===== src/logic/seq_pkg.sv =====
// shared constants for the reader command sequencer
// assumes a single 25 MHz clock domain and byte-wide fifo ports
package seq_pkg;
   // ------------------------------------------------------------
   // command codes
   // ------------------------------------------------------------
   localparam logic [3:0] CMD_IDLE      = 4'h0;
   localparam logic [3:0] CMD_MEM       = 4'h1;
   localparam logic [3:0] CMD_RANDOM    = 4'h2;
   localparam logic [3:0] CMD_CHECKSUM  = 4'h3;
   localparam logic [3:0] CMD_TRANSMIT  = 4'h4;
   localparam logic [3:0] CMD_KEEP      = 4'h7;
   localparam logic [3:0] CMD_RECEIVE   = 4'h8;
   localparam logic [3:0] CMD_TRANSCV   = 4'hC;
   localparam logic [3:0] CMD_RESERVED  = 4'hD;
   localparam logic [3:0] CMD_AUTH      = 4'hE;
   localparam logic [3:0] CMD_SWRESET   = 4'hF;
   // ------------------------------------------------------------
   // counts and reset values
   // ------------------------------------------------------------
   localparam int         BUF_BYTES     = 25;
   localparam int         RAND_BYTES    = 10;
   localparam int         AUTH_ARGS     = 12;
   localparam int         SELFTEST_BYTES = 64;
   localparam logic [3:0] SELFTEST_ON   = 4'h9;
   localparam logic [7:0] LFSR_SEED     = 8'hA5;
   localparam logic [7:0] SELFTEST_SEED = 8'h3C;
   localparam logic [5:0] SWRESET_CYCLES = 6'h08;
endpackage


===== src/logic/fifo_port_if.sv =====
// fifo side signals between the sequencer and its byte mover
// assumes the fifo itself lives outside the block
`timescale 1ns/1ps
interface fifo_port_if;
   logic       empty;
   logic       rd_en;
   logic [7:0] rd_data;
   logic       wr_en;
   logic [7:0] wr_data;
   modport mover (input empty, input rd_data, output rd_en, output wr_en, output wr_data);
   modport seq (output empty, output rd_data, input rd_en, input wr_en, input wr_data);
endinterface


===== src/logic/retained_buffer.sv =====
// 25 byte retained buffer with byte read and write port
// assumes it sits on the always-on supply: no reset clears it
`timescale 1ns/1ps
module retained_buffer #(
   parameter int DEPTH = seq_pkg::BUF_BYTES
) (
   // clock
   input  wire logic       clk_i,
   // access port
   input  wire logic       we_i,
   input  wire logic [4:0] addr_i,
   input  wire logic [7:0] wdata_i,
   output      logic [7:0] rdata_o
);
   initial begin
      if (DEPTH < 1 || DEPTH > 32) $error("retained_buffer depth out of range");
   end
   logic [7:0] mem [DEPTH];
   // -----------------------------------------------------------
   // storage, deliberately free of any reset
   // -----------------------------------------------------------
   always_ff @(posedge clk_i) begin
      if (we_i) begin
         mem[addr_i] <= wdata_i;
      end
      rdata_o <= mem[addr_i];
   end
endmodule


===== src/logic/reader_command_sequencer.sv =====
// reader command sequencer: decodes the command field and runs commands
// assumes fifo, transmitter, receiver, crc and crypto units sit outside
// Notes on behaviour
// - a written command code selects which command the sequencer executes
// - all arguments and data move through the fifo only
// - stream commands consume fifo at once; send-then-listen waits start-send
// - fixed-argument commands wait until all argument bytes are taken
// - starting a command never flushes the fifo
// - a new code other than 0111 abandons the running command immediately
// - code 0000 is idle and cancels the running command
// - idle completes itself and stays idle until a new code
// - code 0001 copies 25 fifo bytes into the retained buffer
// - buffer command with empty fifo copies the 25 buffer bytes out
// - retained buffer survives hard power-down, lost only on supply loss
// - buffer command returns to idle when transfer ends
// - code 0010 writes 10 random bytes into the buffer then idles
// - code 0011 feeds fifo to crc, pauses when empty, never limited
// - crc preset loads at start; host must end the crc command
// - with self-test enabled the crc command writes self-test bytes
// - code 0100 transmits fifo and ends when fifo runs empty and tx_done_i is set
// - code 0111 keeps command, updates sleep and receiver-off bits
// - code 1000 switches the receiver on and waits for data
// - code 1100 transmits then switches receiver on automatically
// - code 1101 is reserved and selects nothing
// - code 1110 runs card authentication as reader
// - code 1111 resets registers, keeps buffer, then ends itself
// - receive ends when the receiver reports end of frame
`timescale 1ns/1ps
module reader_command_sequencer (
   // clock and reset
   input  wire logic       clk_i,
   input  wire logic       rstn_i,
   // command register write
   input  wire logic       cmd_wr_i,
   input  wire logic [3:0] cmd_code_i,
   input  wire logic       sleep_request_bit_i,
   input  wire logic       receiver_off_bit_i,
   input  wire logic       start_send_flag_i,
   input  wire logic [1:0] crc_preset_field_i,
   input  wire logic [3:0] self_test_field_i,
   // fifo
   input  wire logic       fifo_empty_i,
   input  wire logic [7:0] fifo_rd_data_i,
   output      logic       fifo_rd_o,
   output      logic       fifo_wr_o,
   output      logic [7:0] fifo_wr_data_o,
   // transmitter, receiver, crc, crypto
   output      logic       tx_byte_valid_o,
   output      logic [7:0] tx_byte_o,
   output      logic       tx_active_o,
   input  wire logic       tx_done_i,
   output      logic       rx_on_o,
   input  wire logic       rx_end_i,
   output      logic       crc_load_o,
   output      logic [1:0] crc_preset_o,
   output      logic       crc_byte_valid_o,
   output      logic [7:0] crc_byte_o,
   output      logic       auth_start_o,
   output      logic       auth_arg_valid_o,
   output      logic [7:0] auth_arg_o,
   input  wire logic       auth_done_i,
   // status
   output      logic [3:0] command_o,
   output      logic       sleep_request_bit_o,
   output      logic       receiver_off_bit_o,
   output      logic       soft_reset_o
);
   typedef enum logic [9:0] {
      ST_IDLE  = 10'b0000000001,
      ST_M_IN  = 10'b0000000010,
      ST_M_OUT = 10'b0000000100,
      ST_RAND  = 10'b0000001000,
      ST_CRC   = 10'b0000010000,
      ST_TEST  = 10'b0000100000,
      ST_TX    = 10'b0001000000,
      ST_RX    = 10'b0010000000,
      ST_AUTH  = 10'b0100000000,
      ST_RST   = 10'b1000000000
   } state_t;

   typedef struct packed {
      state_t     st;
      logic [3:0] cmd;
      logic       sleep;
      logic       rxoff;
      logic       tcv;       // running send-then-listen
      logic       tcv_arm;   // start-send seen for this round
      logic [5:0] cnt;
      logic [7:0] lfsr;
      logic       rd;
      logic       wr;
      logic [7:0] wdata;
      logic       txv;
      logic [7:0] txb;
      logic       txa;
      logic       rxon;
      logic       crcl;
      logic       crcv;
      logic [7:0] crcb;
      logic [1:0] crcp;      // preset held for the crc engine
      logic       auths;
      logic       authv;
      logic [7:0] autha;
      logic       srst;
      logic       pend;      // byte read last cycle, data valid now
      logic       mout;      // buffer read staged for fifo write
   } seq_t;

   seq_t s_r;
   seq_t s_nxt;

   fifo_port_if fp ();
   logic       buf_we;
   logic [4:0] buf_addr;
   logic [7:0] buf_rdata;
   logic [7:0] buf_wdata;

   // ------------------------------------------------------------
   // retained buffer; no reset port so power-down keeps it
   // ------------------------------------------------------------
   retained_buffer #(.DEPTH(seq_pkg::BUF_BYTES)) u_buf (
      .clk_i   (clk_i),
      .we_i    (buf_we),
      .addr_i  (buf_addr),
      .wdata_i (buf_wdata),
      .rdata_o (buf_rdata)
   );

   // fifo side bundle, carried through the interface
   assign fp.empty   = fifo_empty_i;
   assign fp.rd_data = fifo_rd_data_i;
   assign fp.rd_en   = s_r.rd;
   assign fp.wr_en   = s_r.wr;
   assign fp.wr_data = s_r.wdata;

   // buffer port: fifo bytes or random bytes land here
   always_comb begin
      buf_we    = 1'b0;
      buf_wdata = fp.rd_data;
      buf_addr  = s_r.cnt[4:0];
      if (s_r.st == ST_M_IN && s_r.pend) begin
         buf_we = 1'b1;
      end else if (s_r.st == ST_RAND) begin
         buf_we    = 1'b1;
         buf_wdata = s_r.lfsr;
      end
   end

   // ------------------------------------------------------------
   // next state
   // ------------------------------------------------------------
   always_comb begin
      s_nxt       = s_r;
      s_nxt.rd    = 1'b0;
      s_nxt.wr    = 1'b0;
      s_nxt.txv   = 1'b0;
      s_nxt.crcl  = 1'b0;
      s_nxt.crcv  = 1'b0;
      s_nxt.auths = 1'b0;
      s_nxt.authv = 1'b0;
      s_nxt.srst  = 1'b0;
      s_nxt.pend  = s_r.rd;
      s_nxt.mout  = 1'b0;
      s_nxt.lfsr  = {s_r.lfsr[6:0], s_r.lfsr[7] ^ s_r.lfsr[5] ^ s_r.lfsr[4] ^ s_r.lfsr[3]};
      // per-command work; fifo is never cleared here
      case (s_r.st)
         ST_IDLE: begin
            s_nxt.txa  = 1'b0;
            s_nxt.rxon = 1'b0;
         end
         ST_M_IN: begin
            if (s_r.pend) begin
               s_nxt.cnt = s_r.cnt + 6'h01;
               if (s_r.cnt == 6'(seq_pkg::BUF_BYTES - 1)) begin
                  s_nxt.st  = ST_IDLE;
                  s_nxt.cmd = seq_pkg::CMD_IDLE;
               end
            end
            // one byte in flight at a time keeps the count exact
            if (!fp.empty && !s_r.rd && !s_r.pend
                && s_r.cnt < 6'(seq_pkg::BUF_BYTES)) begin
               s_nxt.rd = 1'b1;
            end
         end
         ST_M_OUT: begin
            if (s_r.mout) begin
               s_nxt.wr    = 1'b1;
               s_nxt.wdata = buf_rdata;
               s_nxt.cnt   = s_r.cnt + 6'h01;
               if (s_r.cnt == 6'(seq_pkg::BUF_BYTES - 1)) begin
                  s_nxt.st  = ST_IDLE;
                  s_nxt.cmd = seq_pkg::CMD_IDLE;
               end
            end else begin
               s_nxt.mout = 1'b1; // wait one cycle for buffer read
            end
         end
         ST_RAND: begin
            s_nxt.cnt = s_r.cnt + 6'h01;
            if (s_r.cnt == 6'(seq_pkg::RAND_BYTES - 1)) begin
               s_nxt.st  = ST_IDLE;
               s_nxt.cmd = seq_pkg::CMD_IDLE;
            end
         end
         ST_CRC: begin
            if (s_r.pend) begin
               s_nxt.crcv = 1'b1;
               s_nxt.crcb = fp.rd_data;
            end
            if (!fp.empty && !s_r.rd && !s_r.pend) begin
               s_nxt.rd = 1'b1;
            end
         end
         ST_TEST: begin
            if (s_r.cnt < 6'(seq_pkg::SELFTEST_BYTES - 1)) begin
               s_nxt.wr    = 1'b1;
               s_nxt.wdata = s_r.lfsr ^ seq_pkg::SELFTEST_SEED;
               s_nxt.cnt   = s_r.cnt + 6'h01;
            end
         end
         ST_TX: begin
            if (s_r.tcv && !s_r.tcv_arm) begin
               s_nxt.tcv_arm = start_send_flag_i;
            end else begin
               s_nxt.txa = 1'b1;
               if (s_r.pend) begin
                  s_nxt.txv = 1'b1;
                  s_nxt.txb = fp.rd_data;
               end
               if (!fp.empty && !s_r.rd && !s_r.pend) begin
                  s_nxt.rd = 1'b1;
               end else if (fp.empty && !s_r.rd && !s_r.pend && tx_done_i) begin
                  s_nxt.txa = 1'b0;
                  if (s_r.tcv) begin
                     s_nxt.st      = ST_RX;
                     s_nxt.rxon    = 1'b1;
                     s_nxt.tcv_arm = 1'b0;
                  end else begin
                     s_nxt.st  = ST_IDLE;
                     s_nxt.cmd = seq_pkg::CMD_IDLE;
                  end
               end
            end
         end
         ST_RX: begin
            s_nxt.rxon = 1'b1;
            if (rx_end_i) begin
               s_nxt.rxon = 1'b0;
               if (s_r.tcv) begin
                  s_nxt.st = ST_TX;
               end else begin
                  s_nxt.st  = ST_IDLE;
                  s_nxt.cmd = seq_pkg::CMD_IDLE;
               end
            end
         end
         ST_AUTH: begin
            if (s_r.pend) begin
               s_nxt.authv = 1'b1;
               s_nxt.autha = fp.rd_data;
               s_nxt.cnt   = s_r.cnt + 6'h01;
               if (s_r.cnt == 6'(seq_pkg::AUTH_ARGS - 1)) begin
                  s_nxt.auths = 1'b1;
               end
            end
            if (!fp.empty && !s_r.rd && !s_r.pend
                && s_r.cnt < 6'(seq_pkg::AUTH_ARGS)) begin
               s_nxt.rd = 1'b1;
            end
            if (auth_done_i && s_r.cnt == 6'(seq_pkg::AUTH_ARGS)) begin
               s_nxt.st  = ST_IDLE;
               s_nxt.cmd = seq_pkg::CMD_IDLE;
            end
         end
         ST_RST: begin
            s_nxt.srst = 1'b1;
            s_nxt.cnt  = s_r.cnt + 6'h01;
            if (s_r.cnt == seq_pkg::SWRESET_CYCLES) begin
               s_nxt       = '0;
               s_nxt.st    = ST_IDLE;
               s_nxt.lfsr  = s_r.lfsr;
               s_nxt.cmd   = seq_pkg::CMD_IDLE;
            end
         end
         default: begin
            s_nxt.st = ST_IDLE;
         end
      endcase

      // a command write other than 0111 overrides whatever ran above
      if (cmd_wr_i) begin
         s_nxt.sleep = sleep_request_bit_i;
         s_nxt.rxoff = receiver_off_bit_i;
         if (cmd_code_i != seq_pkg::CMD_KEEP) begin
            s_nxt.cmd     = cmd_code_i;
            s_nxt.cnt     = 6'h00;
            s_nxt.rd      = 1'b0;
            s_nxt.pend    = 1'b0;
            s_nxt.txa     = 1'b0;
            s_nxt.rxon    = 1'b0;
            s_nxt.tcv     = 1'b0;
            s_nxt.tcv_arm = 1'b0;
            case (cmd_code_i)
               seq_pkg::CMD_MEM:      s_nxt.st = fp.empty ? ST_M_OUT : ST_M_IN;
               seq_pkg::CMD_RANDOM:   s_nxt.st = ST_RAND;
               seq_pkg::CMD_CHECKSUM: begin
                  if (self_test_field_i == seq_pkg::SELFTEST_ON) begin
                     s_nxt.st   = ST_TEST;
                     s_nxt.lfsr = seq_pkg::LFSR_SEED;
                  end else begin
                     s_nxt.st   = ST_CRC;
                     s_nxt.crcl = 1'b1;
                     s_nxt.crcp = crc_preset_field_i;
                  end
               end
               seq_pkg::CMD_TRANSMIT: s_nxt.st = ST_TX;
               seq_pkg::CMD_RECEIVE:  s_nxt.st = ST_RX;
               seq_pkg::CMD_TRANSCV: begin
                  s_nxt.st  = ST_TX;
                  s_nxt.tcv = 1'b1;
               end
               seq_pkg::CMD_AUTH:     s_nxt.st = ST_AUTH;
               seq_pkg::CMD_SWRESET:  s_nxt.st = ST_RST;
               seq_pkg::CMD_IDLE:     s_nxt.st = ST_IDLE;
               default: begin
                  s_nxt.st  = ST_IDLE;
                  s_nxt.cmd = seq_pkg::CMD_IDLE;
               end
            endcase
         end
      end
   end

   // ------------------------------------------------------------
   // state register
   // ------------------------------------------------------------
   always_ff @(posedge clk_i or negedge rstn_i) begin
      if (!rstn_i) begin
         s_r      <= '0;
         s_r.st   <= ST_IDLE;
         s_r.lfsr <= seq_pkg::LFSR_SEED;
      end else begin
         s_r <= s_nxt;
      end
   end

   // outputs straight from the state flops
   assign fifo_rd_o           = fp.rd_en;
   assign fifo_wr_o           = fp.wr_en;
   assign fifo_wr_data_o      = fp.wr_data;
   assign tx_byte_valid_o     = s_r.txv;
   assign tx_byte_o           = s_r.txb;
   assign tx_active_o         = s_r.txa;
   assign rx_on_o             = s_r.rxon;
   assign crc_load_o          = s_r.crcl;
   assign crc_preset_o        = s_r.crcp;
   assign crc_byte_valid_o    = s_r.crcv;
   assign crc_byte_o          = s_r.crcb;
   assign auth_start_o        = s_r.auths;
   assign auth_arg_valid_o    = s_r.authv;
   assign auth_arg_o          = s_r.autha;
   assign command_o           = s_r.cmd;
   assign sleep_request_bit_o = s_r.sleep;
   assign receiver_off_bit_o  = s_r.rxoff;
   assign soft_reset_o        = s_r.srst;
endmodule


===== config.mk =====
export PLATFORM = sky130hd
export DESIGN_NAME = reader_command_sequencer
export DESIGN_NICKNAME = d
export VERILOG_FILES = /design/src/logic/seq_pkg.sv /design/src/logic/fifo_port_if.sv /design/src/logic/retained_buffer.sv /design/src/logic/reader_command_sequencer.sv
export SDC_FILE = /design/constraint.sdc
export NUM_CORES = 1
export LEC_CHECK = 0
export ABC_AREA = 1
export ABC_CLOCK_PERIOD_IN_PS = 3050
export BUFFER_PORTS_ARGS = -buffer_cell sky130_fd_sc_hd__buf_2
export CAP_MARGIN = 20
export CORE_ASPECT_RATIO = 1.4
export CORE_MARGIN = 1.5
export CORE_UTILIZATION = 36
export DETAILED_ROUTE_END_ITERATION = 10
export SYNTH_ARGS = -nofsm -noshare
export SYNTH_HDL_FRONTEND = slang
export SYNTH_SLANG_ARGS = --single-unit

===== constraint.sdc =====
create_clock -name clk_i -period 3.05 [get_ports clk_i]
set_clock_uncertainty 0.15 [all_clocks]
set_input_delay 0.305 -clock clk_i [delete_from_list [all_inputs] [get_ports clk_i]]
set_output_delay 0.305 -clock clk_i [all_outputs]
set_load 0.1 [all_outputs]

==> results_dict.tcl, run 1 <==
set metrics [dict create \
    share_of_layout_cells_above_drive_strength_1 0.1726 \
    drt_drc_violations_left 0 \
    power.ir.vdd_worst_mv 0.4530 \
    timing.max_cap.violations 0 \
    start_util 0.3637 \
    finalMaxSlewViolations 0 \
    antenna_left 0 \
    timing.final.crit_share 0.8268 \
    layout.nets 1390 \
    post_synth_mux_area_share 0.003865 \
    worst_ep_required_time_ns 3.16 \
    avgViaCountPerCell 5.232 \
    die-width_um 163.3 \
    synth_seq_cells 286 \
    startpoint_type "flop" \
    post_synth_most_frequent_cells "200 x edfxtp_1, 195 x nor2_1, 190 x nand2_1" \
    cp_common_cell "nand2_1" \
    edff_count_synth 200 \
    outcome "finished, final reports clean" \
    dpl.hpwl_um 24010 \
    cell_area_power_density_mw_per_mm2 660.2 \
    synth.distinct_cells 46 \
    synth_area_per_cell_um2 10.23 \
    worst-path-max-fanout 10 \
    asyncSetResetFlopFracSynth 0.2727 \
    crit_path_max_incr_delay_ns 0.43 \
    final_setup_vio_count 0 \
    area_share_of_xor_xnor_cells_in_the_synthesized_design 0.002029 \
    worst_r2r_startpoint "s_r[77]$_DFF_PN0_" \
    synth_simple_gate_area_share 0.1806 \
    grt_setup_unrepaired "no" \
    slew-limit-headroom 0.4927 \
    synth.yosys.seq_area_share 0.6273 \
    critical_path_destination "u_buf.mem[23][0]$_DFFE_PP_" \
    fmaxAchievable_mhz 396.6 \
    die_outline_area_mm2 0.03713 \
    cp_cell_sequence "nor2_4, nand2_1, inv_2, nand2_1, inv_2, a21oi_1, inv_1, nand2_1, nor2_1, buf_4" \
    first_pass_grt_wire_length_um 54510 \
    crit_arrival_ns 2.64 \
    criticalPathCategory "flop to flop" \
    netlist_area_mm2 0.01295 \
    hold-worst-slack_ns 0.05827 \
    ys_warnings 0 \
    tritoncts "built" \
    globalRouteOverflowTotal 0 \
    static-leakage-power_nw 6.016 \
    pre_cts_slack_ns 0.6056 \
    core_area_mm2 0.03560 \
    largest_net_degree_at_the_start_of_global_routing 100 \
    firstDrtPassIters 5 \
    synth_largest_type_area_fraction 0.4638 \
    clk-insertion-delay-late_ns 0.56 \
    post-cts-setup-buffer-count 0 \
    cts_root_buffer_type "clkbuf_16" \
    cp-startpoint "s_r[77]$_DFF_PN0_" \
    worst_slew_pin_slew_ns 0.7609 \
    port-buffer-count 77 \
    worst_r2r_path_cells 10 \
    crit-reg2reg-capture "u_buf.mem[23][0]$_DFFE_PP_" \
    setup_slack_ns 0.5284 \
    dominant_combinational_cell_family_by_area_after_synthesis "simple AND/OR/NAND/NOR gates" \
    synthFlopType "edfxtp_1" \
    insertedDiodeCount 0 \
    route.layer.met1.wl_um 14050 \
    worstHoldPathType "primary input to flop" \
    clkTransAtPathRegs_ns 0.06 \
    grt_use_total 0.1925 \
    cts-htree-levels 1 \
    maxUsedRoutingLayer "met4" \
    post-synth-top-area-cell "edfxtp_1" \
    met2_length_um 18390 \
    crit_slowest_cell "dfrtp_1" \
    clkSinkCount 286 \
    synth.net_count 1299 \
    gp_congestion 0.8934 \
    cts-root-to-sink-buffers 3 \
    initialDrtViolationCount 863 \
    synth_compound_gate_area_share 0.1164 \
    initial_antenna_violation_count 0 \
    regToRegSetupSlack_ns 0.53 \
    num_io_pins 78 \
    detailroute.via_count 9633 \
    rows 82 \
    synth.top_cells.by_area "edfxtp_1 46%, dfrtp_1 14%, o21ai_0 5.7%" \
    route.met3.wl_um 1681 \
    numCtsBuffers 29 \
    fin_total_pwr_w 0.009918 \
    finalWirelength_um 35430 \
    final_cells 1841 \
    die_height_um 227.4 \
    placedCellCount 1767 \
    yosys.area_share.adder 0.004831 \
    detail_route.wl_per_cell_um 19.25 \
    synthesis.instances 1266 \
    synth.most_common_cell "edfxtp_1" \
    via_count_of_the_first_global_routing_pass 9402 \
    tns_ns 0 \
    syn2layout_area_growth_pct 16.00 \
    worstSetupEndpointType "flop" \
    final.min_clock_period_ns 2.522 \
    hold_viol_final 0 \
]
==> power by group <==
group / internal, W / switching, W
clock network: 0.00222 / 0.00149
logic: 0.000318 / 0.00135
registers: 0.00438 / 0.000157
total: 0.00692 / 0.00300
==> metrics by stage <==
step	area [um2]	utilization
floorplan	12950	-
global placement	13810	0.3879
detailed placement	13810	0.3879
CTS	15020	0.4219
global route	15020	0.4219
finish	15020	0.4219
==> what timing repair did <==
item / in CTS / in global routing
resized for setup: 0 / 0
hold endpoints to repair: 87 / 0
hold buffers: 21 / 0
==> cells in the final DEF (no fill, tap or decap), drive strengths merged, types with 8 or more instances in the layout <==
master / synthesis / final
dfxtp: 8 / 8
o211ai: 12 / 12
o22ai: 40 / 40
nand4: 9 / 9
dfrtp: 73 / 73
nor3: 8 / 8
a31oi: 9 / 9
nor2: 213 / 213
a22o: 12 / 12
nand2: 198 / 198
clkbuf: 28 / 39
inv: 83 / 85
dlygate4sd3: 0 / 21
clkinv: 1 / 9
edfxtp: 200 / 200
o21ai: 160 / 160
buf: 60 / 127
nand3: 87 / 87
a21oi: 31 / 31
==> worst max-delay path: cells and delay by family, from the launching register on <==
family                 cells  cell delay, ns
AND/OR/NAND/NOR            5            0.97
AO/OA/AOI/OAI              1            0.10
flip-flops                 1            0.43
buffers and inverters      4            0.57
==> worst min path at each step <==
stage	start	to	slack (ns)	depth (start not counted)
after floorplan	rstn_i	auth_arg_o[0]$_DFFE_PN0P_	-0.14	0
after global placement	rstn_i	s_r[0]$_DFF_PN0_	0.24	1
after detailed placement	rstn_i	s_r[0]$_DFF_PN0_	0.25	1
after CTS	start_send_flag_i	s_r[60]$_DFF_PN0_	0.03	6
after global routing	start_send_flag_i	s_r[60]$_DFF_PN0_	0.09	6
final	start_send_flag_i	s_r[60]$_DFF_PN0_	0.06	6
==> registers in the layout, summed over array words and instances (netlist names) <==
signal,flops
auth_arg_o,8
tx_active_o,1
receiver_off_bit_o,1
soft_reset_o,1
auth_arg_valid_o,1
crc_load_o,1
tx_byte_o,8
crc_byte_o,8
sleep_request_bit_o,1
buf_addr,5
fifo_rd_o,1
u_buf.rdata_o,8
fifo_wr_o,1
s_r,23
crc_preset_o,2
fifo_wr_data_o,8
crc_byte_valid_o,1
u_buf.mem,200
rx_on_o,1
auth_start_o,1
tx_byte_valid_o,1
command_o,4
==> kinds of logic (layout without fill, tap and decap cells) <==
| group | Yosys count | after routing |
|---|---|---|
| simple gates | 526 | 526 |
| xor+xnor | 3 | 3 |
| mux | 5 | 5 |
| flops | 286 | 286 |
| compound gates | 269 | 269 |
| buf+inv | 172 | 285 |
| fa+ha+maj | 5 | 5 |
==> final cells by class <==
cell class	count	area, um2
Clock buffer	39	820.8
Clock inverter	14	180.2
Fill cell	3372	20580
Inverter	84	320.3
Multi-Input combinational cell	808	4011
Sequential cell	286	8125
Tap cell	462	578.1
Timing Repair Buffer	148	985.9
==> routing by layer <==
metal	GRT usage	up-vias
met4	0.07695	0
met5	0	-
li1	-	4534
met3	0.02277	88
met2	0.3495	337
met1	0.2301	4674
No activity file was read; power rests on OpenSTA's default activity.
==> inputs of run 2 (changes only) <==
--- a/config.mk
+++ b/config.mk
@@ -6,7 +6,7 @@
 export NUM_CORES = 1
 export LEC_CHECK = 0
 export ABC_AREA = 1
-export ABC_CLOCK_PERIOD_IN_PS = 3050
+export ABC_CLOCK_PERIOD_IN_PS = 2500
 export BUFFER_PORTS_ARGS = -buffer_cell sky130_fd_sc_hd__buf_2
 export CAP_MARGIN = 20
 export CORE_ASPECT_RATIO = 1.4
==> constraint.sdc (replaced) <==
create_clock -name clk_i -period 2.5 [get_ports clk_i]
set_clock_uncertainty 0.15 [all_clocks]
set_input_delay 0.25 -clock clk_i [delete_from_list [all_inputs] [get_ports clk_i]]
set_output_delay 0.25 -clock clk_i [all_outputs]
set_load 0.1 [all_outputs]
==> results_dict.tcl, run 2 (synthesized netlist as in run 1, its figures left out) <==
set metrics [dict create \
    detailroute.via_count 9520 \
    numCtsBuffers 29 \
    die_height_um 227.4 \
    startpoint_type "flop" \
    timing.max_cap.violations 0 \
    worst_r2r_startpoint "s_r[68]$_DFF_PN1_" \
    gp_congestion 0.9548 \
    criticalPathCategory "flop to flop" \
    finalMaxSlewViolations 0 \
    port-buffer-count 77 \
    cell_area_power_density_mw_per_mm2 797.5 \
    avgViaCountPerCell 5.110 \
    regToRegSetupSlack_ns 0.13 \
    worst_ep_required_time_ns 2.66 \
    power.ir.vdd_worst_mv 0.9677 \
    crit_arrival_ns 2.53 \
    largest_net_degree_at_the_start_of_global_routing 67 \
    hold_path_startpoint "self_test_field_i[2]" \
    globalRouteOverflowTotal 0 \
    via_count_of_the_first_global_routing_pass 9449 \
    clkSinkCount 286 \
    grt_use_total 0.1885 \
    core_area_mm2 0.03560 \
    cp_num_buf_inv 5 \
    num_io_pins 78 \
    crit_path_max_incr_delay_ns 0.57 \
    start_util 0.3637 \
    slew-limit-headroom 0.5220 \
    outcome "finished, final reports clean" \
    placedInstanceArea_mm2 0.01399 \
    die_outline_area_mm2 0.03713 \
    clkTransAtPathRegs_ns 0.07 \
    pre_cts_slack_ns -0.09076 \
    firstDrtPassIters 6 \
    clk-insertion-delay-late_ns 0.56 \
    layout.nets 1412 \
    static-leakage-power_nw 6.091 \
    worstHoldPathType "primary input to flop" \
    die-width_um 163.3 \
    worstSetupEndpointType "flop" \
    timing.final.crit_share 0.9462 \
    hold_viol_final 0 \
    syn2layout_area_growth_pct 17.80 \
    tritoncts "built" \
    top_register "u_buf.mem" \
    fillCellCount 3378 \
    largest_register_ff_count 200 \
    cts_root_buffer_type "clkbuf_16" \
    grt_setup_unrepaired "yes" \
    cp-startpoint "s_r[68]$_DFF_PN1_" \
    drt_drc_violations_left 0 \
    first_pass_grt_wire_length_um 53460 \
    reg_top3 "u_buf.mem x200, s_r x23" \
    fmaxAchievable_mhz 422.7 \
    cts-htree-levels 1 \
    mostFrequentLayoutCells "200 x edfxtp_1, 188 x nand2_1, 185 x nor2_1" \
    post_route_cell_area_mm2 0.01525 \
    stages_on_the_worst_setup_path 11 \
    initial_antenna_violation_count 0 \
    initialDrtViolationCount 780 \
    layout.core_utilization 0.4285 \
    layout_commonest_cell "edfxtp_1" \
    cp_cell_sequence "inv_1, nand2_1, nor2_1, nand3_1, inv_1, a21oi_1, inv_1, nand2_2, buf_4, nor2_1, buf_4" \
    final.min_clock_period_ns 2.366 \
    hold-worst-slack_ns 0.03216 \
    antenna_left 0 \
    insertedDiodeCount 0 \
    worst_r2r_path_cells 11 \
    final_setup_vio_count 0 \
    detail_route.wl_per_cell_um 18.76 \
    min_path_cells 4 \
    cp_common_cell "inv_1" \
    dpl.hpwl_um 23800 \
    tns_ns 0 \
    cts-root-to-sink-buffers 3 \
    finalWirelength_um 34960 \
    setup_slack_ns 0.1344 \
    rows 82 \
    worst-path-max-fanout 8 \
    critical_path.top_delay_family "buffers and inverters" \
    share_of_layout_cells_above_drive_strength_1 0.1892 \
    worst_slew_pin_slew_ns 0.7162 \
    crit_slowest_cell "dfstp_2" \
]
==> run 2: cell count changes in the layout (fill, tap and decap cells not counted), sizes merged <==
cell         before  now
buf             127  147
bufinv            4    6
clkbuf           39   31
clkinv            9   10
clkinvlp          0    5
dlygate4sd3      21   23
==> run 2: power breakdown <==
| group | internal, W | leakage [nW] | total, W | switching [W] |
|---|---|---|---|---|
| Clock | 0.00274 | 0.471 | 0.00458 | 0.00184 |
| Combinational | 0.000410 | 2.79 | 0.00207 | 0.00166 |
| Sequential | 0.00534 | 2.83 | 0.00552 | 0.000177 |
==> run 2: stage by stage <==
step | power, W | std cells
after floorplan | 0.007347 | 1266
after global routing | 0.01258 | 1863
after CTS | 0.01224 | 1863
final | 0.01217 | 1863
after global placement | 0.007637 | 1787
after detailed placement | 0.007648 | 1787
==> run 2: tightest hold or removal path, cell delays in order <==
cell	delay [ns]
buf_2	0.08
nor3_1	0.04
buf_4	0.14
nor2_1	0.17
==> run 2: routing by layer <==
layer  track usage  wire length, um
met3       0.02113             1226
met5             0                0
met1        0.2147            13700
met2        0.3520            18730
met4       0.08227             1296
==> run 2: final cells by class <==
class / instances / area, um2 / area share
Sequential cell: 286 / 8125 / 0.5326
Multi-Input combinational cell: 808 / 4046 / 0.2653
Timing Repair Buffer: 170 / 1181 / 0.07743
Clock buffer: 31 / 733.2 / 0.04806
Tap cell: 462 / 578.1 / 0.03789
Inverter: 84 / 320.3 / 0.02100
Clock inverter: 22 / 270.3 / 0.01772
==> run 2: final timing paths <==
check	end
min	crc_load_o$_DFF_PN0_
max reg2reg	u_buf.mem[18][7]$_DFFE_PP_
min reg2reg	fifo_wr_data_o[2]$_DFFE_PN0P_
min in group asynchronous	buf_addr[4]$_DFF_PN0_
max	u_buf.mem[18][7]$_DFFE_PP_
max in group asynchronous	s_r[72]$_DFF_PN0_
==> run 2: what timing repair did <==
item                                    CTS  global route
resized for setup                         1            12
setup buffers                             0             0
gates cloned                              0             0
endpoints found under the setup margin   48           104
endpoints found under the hold margin   109             0
hold buffers                             23             0
==> inputs of run 3 (changes only) <==
--- a/config.mk
+++ b/config.mk
@@ -12,7 +12,9 @@
 export CORE_ASPECT_RATIO = 1.4
 export CORE_MARGIN = 1.5
 export CORE_UTILIZATION = 36
+export CTS_CLUSTER_DIAMETER = 100
 export DETAILED_ROUTE_END_ITERATION = 10
+export RECOVER_POWER = 25
 export SYNTH_ARGS = -nofsm -noshare
 export SYNTH_HDL_FRONTEND = slang
 export SYNTH_SLANG_ARGS = --single-unit
==> results_dict.tcl, run 3 (synthesized netlist as in run 1, its figures left out) <==
set metrics [dict create \
    fillCellCount 3415 \
    outcome "finished, final reports clean" \
    finalWirelength_um 35000 \
    pre_cts_slack_ns -0.09076 \
    route.layer.met1.wl_um 13740 \
    slew-limit-headroom 0.1699 \
    first_pass_grt_wire_length_um 53460 \
    crit_slowest_cell "dfstp_2" \
    worst_ep_required_time_ns 2.66 \
    placedInstanceArea_mm2 0.01399 \
    syn2layout_area_growth_pct 17.05 \
    fmaxAchievable_mhz 420.6 \
    cts-root-to-sink-buffers 3 \
    share_of_layout_cells_above_drive_strength_1 0.1520 \
    start_util 0.3637 \
    grt_setup_unrepaired "yes" \
    route.met3.wl_um 1284 \
    top_register "u_buf.mem" \
    crit_arrival_ns 2.54 \
    critical_path.top_delay_family "buffers and inverters" \
    worst-path-max-fanout 8 \
    port-buffer-count 77 \
    cp_common_cell "inv_1" \
    timing.final.crit_share 0.9511 \
    cp_cell_sequence "inv_1, nand2_1, nor2_1, nand3_1, inv_1, a21oi_1, inv_1, nand2_1, buf_4, nor2_1, buf_4" \
    post_route_cell_area_mm2 0.01516 \
    maxUsedRoutingLayer "met4" \
    p_switching_w 0.003683 \
    clock_power_share 0.378 \
    gp_congestion 0.9548 \
    met2_length_um 18630 \
    seq_power_share 0.455 \
    crit_path_max_incr_delay_ns 0.57 \
    initialDrtViolationCount 781 \
    power_frac_comb 0.168 \
    worst_slew_pin_slew_ns 1.250 \
    avgViaCountPerCell 5.101 \
    power.ir.vdd_worst_mv 0.9569 \
    largest_net_degree_at_the_start_of_global_routing 67 \
    tritoncts "built" \
    reg_top3 "u_buf.mem x200, s_r x23" \
    globalRouteOverflowTotal 0 \
    cell_area_power_density_mw_per_mm2 800.3 \
    rows 82 \
    drt_drc_violations_left 0 \
    antenna_left 0 \
    initial_antenna_violation_count 0 \
    sequential_cell_area_mm2 0.008125 \
    cts-htree-levels 1 \
    setup_slack_ns 0.1222 \
    finalMaxSlewViolations 0 \
    die_height_um 227.4 \
    timing.max_cap.violations 0 \
    insertedDiodeCount 0 \
    detail_route.wl_per_cell_um 18.79 \
    grt_use_total 0.1885 \
    core_area_mm2 0.03560 \
    mostFrequentLayoutCells "200 x edfxtp_1, 188 x nand2_1, 187 x nor2_1" \
    final.min_clock_period_ns 2.378 \
    firstDrtPassIters 5 \
    numCtsBuffers 29 \
    internal_power_w 0.008449 \
    worstHoldPathType "primary input to flop" \
    cts_root_buffer_type "clkbuf_16" \
    layout_commonest_cell "edfxtp_1" \
    clk-insertion-delay-late_ns 0.56 \
    hold_viol_final 0 \
    criticalPathCategory "flop to flop" \
    hold-worst-slack_ns 0.03212 \
    num_io_pins 78 \
    layout.nets 1412 \
    detailroute.via_count 9503 \
    share_of_total_power_consumed_by_net_switching 0.3035 \
    die_outline_area_mm2 0.03713 \
    dpl.hpwl_um 23800 \
    clkTransAtPathRegs_ns 0.07 \
    final_setup_vio_count 0 \
    static-leakage-power_nw 5.928 \
    die-width_um 163.3 \
    via_count_of_the_first_global_routing_pass 9449 \
    cp_num_buf_inv 5 \
    area_occupied_by_multi_input_gates_mm2 0.004036 \
    largest_register_ff_count 200 \
    worstSetupEndpointType "flop" \
    clkSinkCount 286 \
    startpoint_type "flop" \
]
==> run 3: area by class of cell <==
| cell class | instances | area share |
|---|---|---|
| inverter | 84 | 0.02113 |
| sequential | 286 | 0.5360 |
| timing repair buffer | 170 | 0.07222 |
| clock inverter | 22 | 0.01783 |
| multi-input combinational | 808 | 0.2663 |
| clock buffer | 31 | 0.04837 |
| tap | 462 | 0.03813 |
==> run 3: final timing paths <==
path                                           from                       endpoint  slack, ns  cells after the start
setup / recovery                  s_r[68]$_DFF_PN1_      u_buf.mem[0][3]$_DFFE_PP_       0.12                     11
hold / removal                 self_test_field_i[2]           crc_load_o$_DFF_PN0_       0.03                      4
setup reg to reg                  s_r[68]$_DFF_PN1_      u_buf.mem[0][3]$_DFFE_PP_       0.12                     11
hold reg to reg            u_buf.rdata_o[2]$_DFF_P_  fifo_wr_data_o[2]$_DFFE_PN0P_       0.33                      2
max in group asynchronous                    rstn_i       tx_byte_o[1]$_DFFE_PN0P_       0.58                      3
min in group asynchronous                    rstn_i          buf_addr[4]$_DFF_PN0_       0.28                      2
==> run 3: tightest hold or removal path, stage by stage <==
cell and delay (ns):
buf_2 0.08, nor3_1 0.04, buf_4 0.14, nor2_1 0.17
==> run 3: per-layer routing <==
layer / vias to the layer above / GRT usage
met5: - / 0
met4: 0 / 0.08227
met3: 71 / 0.02113
met2: 270 / 0.3520
met1: 4571 / 0.2147
li1: 4591 / -
==> run 3: stage by stage <==
step | instances | utilization | power, W | TNS, ns
floorplan | 1266 | - | 0.007347 | -35.00
global placement | 1787 | 0.3928 | 0.007637 | 0
detailed placement | 1787 | 0.3928 | 0.007648 | -3.517
CTS | 1863 | 0.4276 | 0.01224 | -3.120
global route | 1863 | 0.4258 | 0.01254 | -0.2199
finish | 1863 | 0.4258 | 0.01213 | 0
==> run 3: power groups by stage <==
stage,combinational [W],sequential (W),clock (W)
floorplan,0.00177,0.00557,0
global placement,0.00204,0.00560,0
detailed placement,0.00204,0.00560,0
CTS,0.00208,0.00551,0.00466
global route,0.00216,0.00554,0.00485
finish,0.00203,0.00552,0.00458
==> run 3: repair_timing <==
| item | 4_1_cts | 5_1_grt |
|---|---|---|
| pin swaps | 0 | 0 |
| endpoints found under the setup margin | 48 | 104 |
| hold buffers | 23 | 0 |
| setup buffers | 0 | 0 |
| gates resized for setup | 1 | 12 |
| hold endpoints to repair | 109 | 0 |
